<file path="src/common/seq_pkg.sv">
// Constants and carriers for the converter channel sequencer.
// Assumes one clock domain; serial pins arrive asynchronous to it.
package seq_pkg;

  // ****************************************
  // Sizes
  // ****************************************
  localparam int NUM_INPUTS = 8;
  localparam int CHAN_W = 3;
  localparam int HEAD_W = 16;
  localparam int FRAME_MAX = 24;
  localparam int BITCNT_W = 5;
  localparam int SYNC_DEPTH = 3;
  localparam int FIFO_DEPTH = 8;

  // ****************************************
  // Frame field positions
  // ****************************************
  localparam int SEL_BIT = 15;
  localparam int CODE_HI = 14;
  localparam int CODE_LO = 11;
  localparam int CODE_BAD_BIT = 3;

  // ****************************************
  // Encodings and reset values
  // ****************************************
  localparam logic [1:0] STYLE_MANUAL = 2'h0;
  localparam logic [1:0] STYLE_OTF = 2'h1;
  localparam logic [1:0] STYLE_AUTO = 2'h2;
  localparam logic [7:0] MASK_RESET = 8'hFF;
  localparam logic [7:0] MASK_NONE = 8'h00;
  localparam logic [2:0] CHAN_ZERO = 3'h0;
  localparam logic [15:0] HEAD_NOP = 16'h0000;
  localparam logic [4:0] BITCNT_ZERO = 5'h00;
  localparam logic [4:0] BITCNT_ONE = 5'h01;
  localparam logic [4:0] BITCNT_HEAD = 5'h10;
  localparam logic [4:0] BITCNT_MAX = 5'h18;

  typedef enum {SCAN_IDLE, SCAN_RUN} scan_state_e;

  typedef struct packed {
    logic [1:0] style;
    logic otf_en;
    logic rpt_en;
    logic [7:0] mask;
  } cfg_s;

  localparam cfg_s CFG_RESET = '{STYLE_MANUAL, 1'b0, 1'b0, MASK_RESET};

  typedef struct packed {
    logic [2:0] chan;
    logic cmd_valid;
    logic [4:0] bits;
    logic [15:0] head;
  } conv_rec_s;

endpackage

</file>
<file path="src/hdl/seq_fifo.sv">
// Small synchronous FIFO with a registered output stage.
// Assumes one clock and a synchronous active-high reset.
`timescale 1ns/10ps
module seq_fifo #(
  parameter int WIDTH = 25,
  parameter int DEPTH = 8
) (
  input wire logic clk, // Clock
  input wire logic rst, // Sync reset
  input wire logic in_valid, // Write request
  output logic in_ready, // Room available
  input wire logic [WIDTH-1:0] in_data, // Write word
  output logic out_valid, // Output word held
  input wire logic out_ready, // Consumer takes word
  output logic [WIDTH-1:0] out_data // Output word
);
  localparam int AW = (DEPTH > 1) ? $clog2(DEPTH) : 1;
  localparam logic [AW-1:0] PTR_LAST = AW'(DEPTH - 1);
  localparam logic [AW:0] CNT_FULL = (AW + 1)'(DEPTH);

  logic [WIDTH-1:0] mem_reg [DEPTH];
  logic [WIDTH-1:0] mem_next [DEPTH];
  logic [AW-1:0] wr_ptr_reg, wr_ptr_next, rd_ptr_reg, rd_ptr_next;
  logic [AW:0] count_reg, count_next;
  logic out_valid_reg, out_valid_next;
  logic [WIDTH-1:0] out_data_reg, out_data_next;
  logic push, load;

  assign in_ready = (count_reg != CNT_FULL);
  assign push = in_valid && in_ready;
  assign load = (count_reg != '0) && (!out_valid_reg || out_ready);
  assign out_valid = out_valid_reg;
  assign out_data = out_data_reg;

  always_comb begin
    mem_next = mem_reg;
    wr_ptr_next = wr_ptr_reg;
    rd_ptr_next = rd_ptr_reg;
    count_next = count_reg;
    out_valid_next = out_valid_reg;
    out_data_next = out_data_reg;
    if (out_valid_reg && out_ready) begin
      out_valid_next = 1'b0;
    end
    if (push) begin
      mem_next[wr_ptr_reg] = in_data;
      wr_ptr_next = (wr_ptr_reg == PTR_LAST) ? '0 : wr_ptr_reg + 1'b1;
    end
    if (load) begin
      out_data_next = mem_reg[rd_ptr_reg];
      out_valid_next = 1'b1;
      rd_ptr_next = (rd_ptr_reg == PTR_LAST) ? '0 : rd_ptr_reg + 1'b1;
    end
    count_next = count_reg + {{AW{1'b0}}, push} - {{AW{1'b0}}, load};
  end

  always_ff @(posedge clk) begin
    if (rst) begin
      wr_ptr_reg <= '0;
      rd_ptr_reg <= '0;
      count_reg <= '0;
      out_valid_reg <= 1'b0;
      out_data_reg <= '0;
    end else begin
      wr_ptr_reg <= wr_ptr_next;
      rd_ptr_reg <= rd_ptr_next;
      count_reg <= count_next;
      out_valid_reg <= out_valid_next;
      out_data_reg <= out_data_next;
    end
  end

  always_ff @(posedge clk) begin
    mem_reg <= mem_next;
  end

endmodule

</file>
<file path="src/hdl/adc_mux_channel_sequencer.sv">
// Channel sequencer: serial frame capture, fly-by and auto-scan selection.
// Assumes serial pins are asynchronous and much slower than clk.
`timescale 1ns/10ps

// Notes on behaviour
// - All-zero frame keeps the current input unless a scan is running
// - Fly-by channel change applies to the same frame
// - Style value 01b selects fly-by switching
// - Leading one plus four bits pick input
// - Leading zero frame decoded as normal command
// - Bad code sets error, picks input zero
// - Sixteen-bit frames allowed in fly-by style
// - Style 10b scans enabled inputs ascending
// - Eight-bit enable mask, all enabled after reset
// - Launch bit starts; advance each frame end
// - Busy pin high until last frame, then input zero
// - After finished scan, frames convert input zero
// - Repeat bit restarts from first enabled input
// - Cancel bit stops scan, selects input zero
// - Reset gives manual style and input zero
// - Frame command handled at chip-select rising edge
module adc_mux_channel_sequencer #(
  parameter int NUM_CH = seq_pkg::NUM_INPUTS,
  parameter int REC_DEPTH = seq_pkg::FIFO_DEPTH
) (
  input wire logic clk, // 25 MHz clock
  input wire logic rst, // Sync reset, active high
  input wire logic sclk_pin, // Serial clock pin
  input wire logic cs_n_pin, // Chip select pin, low active
  input wire logic sdi_pin, // Serial data in pin
  input wire logic cfg_wr, // Config write strobe
  input wire seq_pkg::cfg_s cfg_in, // Config write value
  input wire logic scan_launch_bit, // Start auto scan pulse
  input wire logic scan_cancel_bit, // Abort auto scan pulse
  input wire logic flag_clear, // Clears error and drop flags
  output seq_pkg::cfg_s cfg_out, // Config readback
  output logic [seq_pkg::CHAN_W-1:0] mux_sel, // Active input
  output logic conv_start, // Conversion start pulse
  output logic [seq_pkg::CHAN_W-1:0] conv_chan, // Input being converted
  output logic otf_error, // Bad fly-by code seen
  output logic rec_drop, // Record lost, queue full
  output logic scan_busy_pin_o, // Busy pin output level
  output logic scan_busy_pin_oe, // Busy pin drive enable
  output logic rec_valid, // Frame record available
  input wire logic rec_ready, // Frame record taken
  output seq_pkg::conv_rec_s rec_data // Frame record
);

  // ****************************************
  // Pin synchronisers
  // ****************************************
  logic [seq_pkg::SYNC_DEPTH-1:0] sclk_sync_reg, sclk_sync_next;
  logic [seq_pkg::SYNC_DEPTH-1:0] cs_sync_reg, cs_sync_next;
  logic [seq_pkg::SYNC_DEPTH-1:0] sdi_sync_reg, sdi_sync_next;
  logic sclk_rise, cs_rise, cs_fall, cs_low, sdi_bit;

  always_comb begin
    sclk_sync_next = {sclk_sync_reg[seq_pkg::SYNC_DEPTH-2:0], sclk_pin};
    cs_sync_next = {cs_sync_reg[seq_pkg::SYNC_DEPTH-2:0], cs_n_pin};
    sdi_sync_next = {sdi_sync_reg[seq_pkg::SYNC_DEPTH-2:0], sdi_pin};
  end

  always_ff @(posedge clk) begin
    if (rst) begin
      sclk_sync_reg <= '0;
      cs_sync_reg <= '1;
      sdi_sync_reg <= '0;
    end else begin
      sclk_sync_reg <= sclk_sync_next;
      cs_sync_reg <= cs_sync_next;
      sdi_sync_reg <= sdi_sync_next;
    end
  end

  // Stages two and three judge each change
  assign sclk_rise = sclk_sync_reg[1] && !sclk_sync_reg[2];
  assign cs_rise = cs_sync_reg[1] && !cs_sync_reg[2];
  assign cs_fall = !cs_sync_reg[1] && cs_sync_reg[2];
  assign cs_low = !cs_sync_reg[1] && !cs_sync_reg[2];
  assign sdi_bit = sdi_sync_reg[1];

  // ****************************************
  // Frame capture
  // ****************************************
  logic [seq_pkg::HEAD_W-1:0] head_reg, head_next;
  logic [seq_pkg::BITCNT_W-1:0] bits_reg, bits_next;

  always_comb begin
    head_next = head_reg;
    bits_next = bits_reg;
    if (cs_fall) begin
      head_next = seq_pkg::HEAD_NOP;
      bits_next = seq_pkg::BITCNT_ZERO;
    end else if (cs_low && sclk_rise) begin
      // First sixteen bits hold the command head; 24-bit frames also fit
      if (bits_reg < seq_pkg::BITCNT_HEAD) begin
        head_next = {head_reg[seq_pkg::HEAD_W-2:0], sdi_bit};
      end
      if (bits_reg != seq_pkg::BITCNT_MAX) begin
        bits_next = bits_reg + seq_pkg::BITCNT_ONE;
      end
    end
  end

  always_ff @(posedge clk) begin
    if (rst) begin
      head_reg <= seq_pkg::HEAD_NOP;
      bits_reg <= seq_pkg::BITCNT_ZERO;
    end else begin
      head_reg <= head_next;
      bits_reg <= bits_next;
    end
  end

  // ****************************************
  // Configuration
  // ****************************************
  seq_pkg::cfg_s cfg_reg, cfg_next;

  always_comb begin
    cfg_next = cfg_reg;
    if (cfg_wr) begin
      cfg_next = cfg_in;
    end
  end

  always_ff @(posedge clk) begin
    if (rst) begin
      cfg_reg <= seq_pkg::CFG_RESET;
    end else begin
      cfg_reg <= cfg_next;
    end
  end

  // ****************************************
  // Mask search helpers
  // ****************************************
  function automatic logic [seq_pkg::CHAN_W-1:0] first_enabled(
    input logic [NUM_CH-1:0] mask
  );
    logic [seq_pkg::CHAN_W-1:0] pick;
    pick = seq_pkg::CHAN_ZERO;
    for (int i = NUM_CH - 1; i >= 0; i--) begin
      if (mask[i]) begin
        pick = seq_pkg::CHAN_W'(i);
      end
    end
    return pick;
  endfunction

  // Bit 3 of result flags that a higher enabled input exists
  function automatic logic [seq_pkg::CHAN_W:0] next_enabled(
    input logic [NUM_CH-1:0] mask,
    input logic [seq_pkg::CHAN_W-1:0] cur
  );
    logic [seq_pkg::CHAN_W:0] pick;
    pick = '0;
    for (int i = NUM_CH - 1; i >= 0; i--) begin
      if (mask[i] && (i > int'(cur))) begin
        pick = {1'b1, seq_pkg::CHAN_W'(i)};
      end
    end
    return pick;
  endfunction

  // ****************************************
  // Channel selection and scan control
  // ****************************************
  seq_pkg::scan_state_e state_reg, state_next;
  logic [seq_pkg::CHAN_W-1:0] chan_reg, chan_next;
  logic [seq_pkg::CHAN_W-1:0] conv_chan_reg, conv_chan_next;
  logic conv_start_reg, conv_start_next;
  logic busy_reg, busy_next;
  logic err_reg, err_next;
  logic drop_reg, drop_next;
  logic err_set, cmd_valid, fly_sel;
  logic [3:0] fly_code;
  logic [seq_pkg::CHAN_W:0] adv;
  logic fifo_in_ready;
  seq_pkg::conv_rec_s rec_in;

  assign fly_code = head_reg[seq_pkg::CODE_HI:seq_pkg::CODE_LO];
  assign fly_sel = (cfg_reg.style == seq_pkg::STYLE_OTF) && cfg_reg.otf_en
                   && head_reg[seq_pkg::SEL_BIT];
  assign adv = next_enabled(cfg_reg.mask, chan_reg);

  always_comb begin
    state_next = state_reg;
    chan_next = chan_reg;
    conv_chan_next = conv_chan_reg;
    conv_start_next = 1'b0;
    err_set = 1'b0;
    cmd_valid = 1'b0;
    if (cs_rise) begin
      conv_start_next = 1'b1;
      // Conversion uses the input chosen before this frame; a fly-by frame converts its new input
      conv_chan_next = chan_reg;
      if (fly_sel) begin
        if (fly_code[seq_pkg::CODE_BAD_BIT]) begin
          err_set = 1'b1;
          chan_next = seq_pkg::CHAN_ZERO;
        end else begin
          chan_next = fly_code[seq_pkg::CHAN_W-1:0];
        end
        conv_chan_next = chan_next;
      end else begin
        // A NOP head is no command and leaves the input alone
        cmd_valid = (head_reg != seq_pkg::HEAD_NOP);
      end
      if (state_reg == seq_pkg::SCAN_RUN) begin
        if (adv[seq_pkg::CHAN_W]) begin
          chan_next = adv[seq_pkg::CHAN_W-1:0];
        end else if (cfg_reg.rpt_en) begin
          chan_next = first_enabled(cfg_reg.mask);
        end else begin
          state_next = seq_pkg::SCAN_IDLE;
          chan_next = seq_pkg::CHAN_ZERO;
        end
      end
    end
    if (cfg_reg.style != seq_pkg::STYLE_AUTO && state_reg == seq_pkg::SCAN_RUN) begin
      state_next = seq_pkg::SCAN_IDLE;
      chan_next = seq_pkg::CHAN_ZERO;
    end
    if (scan_cancel_bit) begin
      if (state_reg == seq_pkg::SCAN_RUN) begin
        chan_next = seq_pkg::CHAN_ZERO;
      end
      state_next = seq_pkg::SCAN_IDLE;
    end else if (scan_launch_bit && cfg_reg.style == seq_pkg::STYLE_AUTO
                 && cfg_reg.mask != seq_pkg::MASK_NONE) begin
      state_next = seq_pkg::SCAN_RUN;
      chan_next = first_enabled(cfg_reg.mask);
    end
    busy_next = (state_next == seq_pkg::SCAN_RUN);
    err_next = err_set || (err_reg && !flag_clear);
    drop_next = (cs_rise && !fifo_in_ready) || (drop_reg && !flag_clear);
  end

  always_ff @(posedge clk) begin
    if (rst) begin
      state_reg <= seq_pkg::SCAN_IDLE;
      chan_reg <= seq_pkg::CHAN_ZERO;
      conv_chan_reg <= seq_pkg::CHAN_ZERO;
      conv_start_reg <= 1'b0;
      busy_reg <= 1'b0;
      err_reg <= 1'b0;
      drop_reg <= 1'b0;
    end else begin
      state_reg <= state_next;
      chan_reg <= chan_next;
      conv_chan_reg <= conv_chan_next;
      conv_start_reg <= conv_start_next;
      busy_reg <= busy_next;
      err_reg <= err_next;
      drop_reg <= drop_next;
    end
  end

  // ****************************************
  // Frame record queue
  // ****************************************
  always_comb begin
    rec_in.chan = conv_chan_next;
    rec_in.cmd_valid = cmd_valid;
    rec_in.bits = bits_reg;
    rec_in.head = head_reg;
  end

  seq_fifo #(
    .WIDTH($bits(seq_pkg::conv_rec_s)),
    .DEPTH(REC_DEPTH)
  ) u_rec_fifo (
    .clk(clk),
    .rst(rst),
    .in_valid(cs_rise),
    .in_ready(fifo_in_ready),
    .in_data(rec_in),
    .out_valid(rec_valid),
    .out_ready(rec_ready),
    .out_data(rec_data)
  );

  // ****************************************
  // Outputs
  // ****************************************
  assign cfg_out = cfg_reg;
  assign mux_sel = chan_reg;
  assign conv_start = conv_start_reg;
  assign conv_chan = conv_chan_reg;
  assign otf_error = err_reg;
  assign rec_drop = drop_reg;
  assign scan_busy_pin_o = busy_reg;
  assign scan_busy_pin_oe = busy_reg;

endmodule

</file>
<file path="config.mk">
export PLATFORM = sky130hd
export DESIGN_NAME = adc_mux_channel_sequencer
export DESIGN_NICKNAME = d
export VERILOG_FILES = /design/src/common/seq_pkg.sv /design/src/hdl/seq_fifo.sv /design/src/hdl/adc_mux_channel_sequencer.sv
export SDC_FILE = /design/constraint.sdc
export NUM_CORES = 1
export LEC_CHECK = 0
export CAP_MARGIN = 10
export CELL_PAD_IN_SITES_DETAIL_PLACEMENT = 1
export CELL_PAD_IN_SITES_GLOBAL_PLACEMENT = 1
export CORE_MARGIN = 2
export CORE_UTILIZATION = 53
export CTS_CLUSTER_SIZE = 20
export DETAILED_ROUTE_END_ITERATION = 7
export DONT_BUFFER_PORTS = 1
export PLACE_DENSITY = 0.87
export SYNTH_ARGS = -nofsm -noshare
export SYNTH_HDL_FRONTEND = slang
export SYNTH_SLANG_ARGS = --single-unit
</file>
<file path="constraint.sdc">
create_clock -name clk -period 5.55 [get_ports clk]
set_clock_uncertainty 0.1 [all_clocks]
set_input_delay 1.11 -clock clk [delete_from_list [all_inputs] [get_ports clk]]
set_output_delay 1.11 -clock clk [all_outputs]
set_load 0.03 [all_outputs]
</file>
==> impl_results.md <==
- Row count: 55
- Vias/cell: 6.065
- DR pass1 iterations: 4
- Main combinational cell family by area after synthesis: multiplexers
- Final period utilization: 52.39%
- Post-CTS Setup Inserts: 0
- WL/cell: 23.78 µm
- Simple-gate area share of the yosys netlist: 9.178%
- Finish-stage setup viols: 0
- Leakage: 4.285 nW
- CP Data Required Time: 5830 ps
- EDFF count, synth: 200
- Clk sinks: 319
- Synth area leaders: edfxtp_1 (49%), dfxtp_1 (20%), mux4_2 (9.2%)
- Worst Hold Launch: sdi_sync_reg[0]$_SDFF_PP0_
- Crit start category: input pin
- Post-Synth Adder-Cell Area: 1.395%
- Num CTS Buffers: 34
- Number of antenna repair diodes: 0
- Synth Area in XOR/XNOR: 0.4307%
- Die Height: 155.7 µm
- Post-synth top area share: 49.22%
- Max reg flops: 200
- Syn. warnings: 0
- GRT Residual Overflow: 0
- Most frequent cell after synthesis: edfxtp_1
- Layout area overhead: 11.21%
- Post-synthesis cell count: 810
- CORE AREA: 0.02264 mm²
- Crit Path Category: input pin to flop
- Initial Utilization: 53.89%
- Net count after synthesis: 845
- Reg-to-Reg Start: u_rec_fifo.count_reg[2]$_SDFF_PP0_
- Tot Pwr: 0.006011 W
- Setup TNS: 0 ps
- Post-Syn Area: 0.01220 mm²
- Via count: 6811
- GP Congestion: 0.8450
- Seq/Total Area, Yosys: 68.74%
- Mean Syn Cell Area: 15.06 µm²
- Unrepaired setup endpoints after global routing: false
- Setup ws final: 2643 ps
- Port-buffer cells: 0
- Clock Tree Buf Depth: 3
- Fraction of registers with async set/reset: 0%
- Die W: 155.7 µm
- Hold WC Path Type: flop to flop
- # IOs: 71
- Post-synthesis mux area share: 12.76%
- Worst vdd ir: 278.2 µV
- Max-Slew Margin vs Limit: 25.27%
- Max_cap viols: 0
- Number of synthesized register bits: 319
- Post-route ant nets: 0
- Metal2 WL: 13.67 mm
- Largest net degree at the start of global routing: 58
- Worst-margin pin slew: 1119 ps
- Vias in the first global route: 7449
- Share of cells above drive strength 1: 15.99%
- Hold-fix buffers, CTS: 0
- DRC Markers: 0
- # resized after CTS: 0
- Max frequency: 343.9 MHz
- Reg2Reg Setup Slack: 2810 ps
- Yosys cell types: 61
- Initial antenna violation count: 0
- Clk_lat worst skew: 500 ps
- CTS H-Tree Depth: 2
- Arr. time, crit path: 3180 ps
- Pwr Density: 443.0 mW/mm²
- Crit. End Element: flop
- Final Slew Violations: 0
- Die ar.: 0.02425 mm²
- GRT Util Overall: 22.80%
- Final nets: 848
- Final Hold Viols: 0
- Status: finished, final reports clean
- Highest routed layer: met4
- First-pass GRT wire length: 42.20 mm
- Top cell type by total area after synthesis: edfxtp_1
- CP Max Fanout: 54
- Compound-Gate Fraction of Synth Area: 5.373%
- Hpwl dp: 15.93 mm
- Min Tclk post-route: 2907 ps
- CTS tree: yes
- Top FF cell, synth: edfxtp_1
- Post-synth top cells: edfxtp_1 (200), dfxtp_1 (119), nand2_1 (60), nor2_1 (57), mux4_2 (50)
- Clk slew on worst S/H paths: 60 ps
- Total Wirelength: 26.70 mm
- Critical path launch point: rec_ready
- Met3 Wirelength: 1.556 mm
- Metal-1 WL: 10.75 mm
- Root buffer cell: clkbuf_16
- Drt initial violations: 439
- Pre-CTS setup slack: 2120 ps
[area by class of cell]
| class | instances | area, µm² |
|---|---|---|
| Sequential cell | 319 | 8393 |
| Clock buffer | 53 | 993.5 |
| Multi-Input combinational cell | 428 | 3600 |
| Inverter | 18 | 67.56 |
| Fill cell | 2081 | 9071 |
| Clock inverter | 8 | 68.82 |
| Tap cell | 285 | 356.6 |
| Timing Repair Buffer | 12 | 90.09 |
[metal layers]
metal / track usage [%] / vias to the layer above
met3: 4.361 / 52
li1: - / 3067
met5: 0 / -
met4: 8.257 / 0
met1: 28.81 / 3492
met2: 39.49 / 200
[through the flow]
| step | instance area (µm²) | util, % | hold WS, ps | std cells |
|---|---|---|---|---|
| 6_report | 13570 | 59.93 | 351.1 | 1123 |
| 5_1_grt | 13570 | 59.93 | 356.4 | 1123 |
| 4_1_cts | 13570 | 59.93 | 354.3 | 1123 |
| 3_5_place_dp | 12510 | 55.24 | 332.2 | 1062 |
| 3_3_place_gp | 12510 | 55.24 | 323.9 | 1062 |
| 2_1_floorplan | 12200 | - | 289.5 | 810 |
[worst max-delay path, cell delays in order]
cell,delay [ps]
nand2b_1,110
a21boi_4,170
buf_4,480
ha_1,340
inv_1,70
ha_1,180
inv_1,70
fa_1,400
xor2_1,180
nor2_1,70
[final timing paths]
kind                                        endpoint  depth (start not counted)
setup / recovery  u_rec_fifo.count_reg[2]$_SDFF_PP0_                         10
hold / removal            sdi_sync_reg[1]$_SDFF_PP0_                          1
setup reg to reg  u_rec_fifo.count_reg[2]$_SDFF_PP0_                         11
hold reg to reg           sdi_sync_reg[1]$_SDFF_PP0_                          1
[cells in the final DEF, fill, tap and decap left out, drive strengths merged, types with 12 or more instances in the layout]
master / synthesis / routed
a211oi: 27 / 27
dfxtp: 119 / 119
nor4: 14 / 14
mux4: 50 / 50
nor2: 59 / 59
clkbuf: 30 / 53
nor2b: 12 / 12
and2: 20 / 20
a21oi: 30 / 30
edfxtp: 200 / 200
ha: 12 / 12
inv: 18 / 19
nand2: 60 / 60
mux2i: 43 / 43
buf: 15 / 12
and3: 19 / 19
[kinds of logic after synthesis]
| logic type | after synthesis |
|---|---|
| buffers and inverters | 63 |
| adder cells (fa/ha/maj) | 13 |
| AND/OR/NAND/NOR | 221 |
| flip-flops | 319 |
| AO/OA/AOI/OAI | 95 |
| XOR/XNOR | 6 |
| multiplexers | 93 |
[report_power, final]
group / switching, W / internal (W)
registers: 0.000376 / 0.00262
clock network: 0.000874 / 0.00128
logic: 0.000431 / 0.000428
Note: power is estimated with default switching activity, not from simulation.
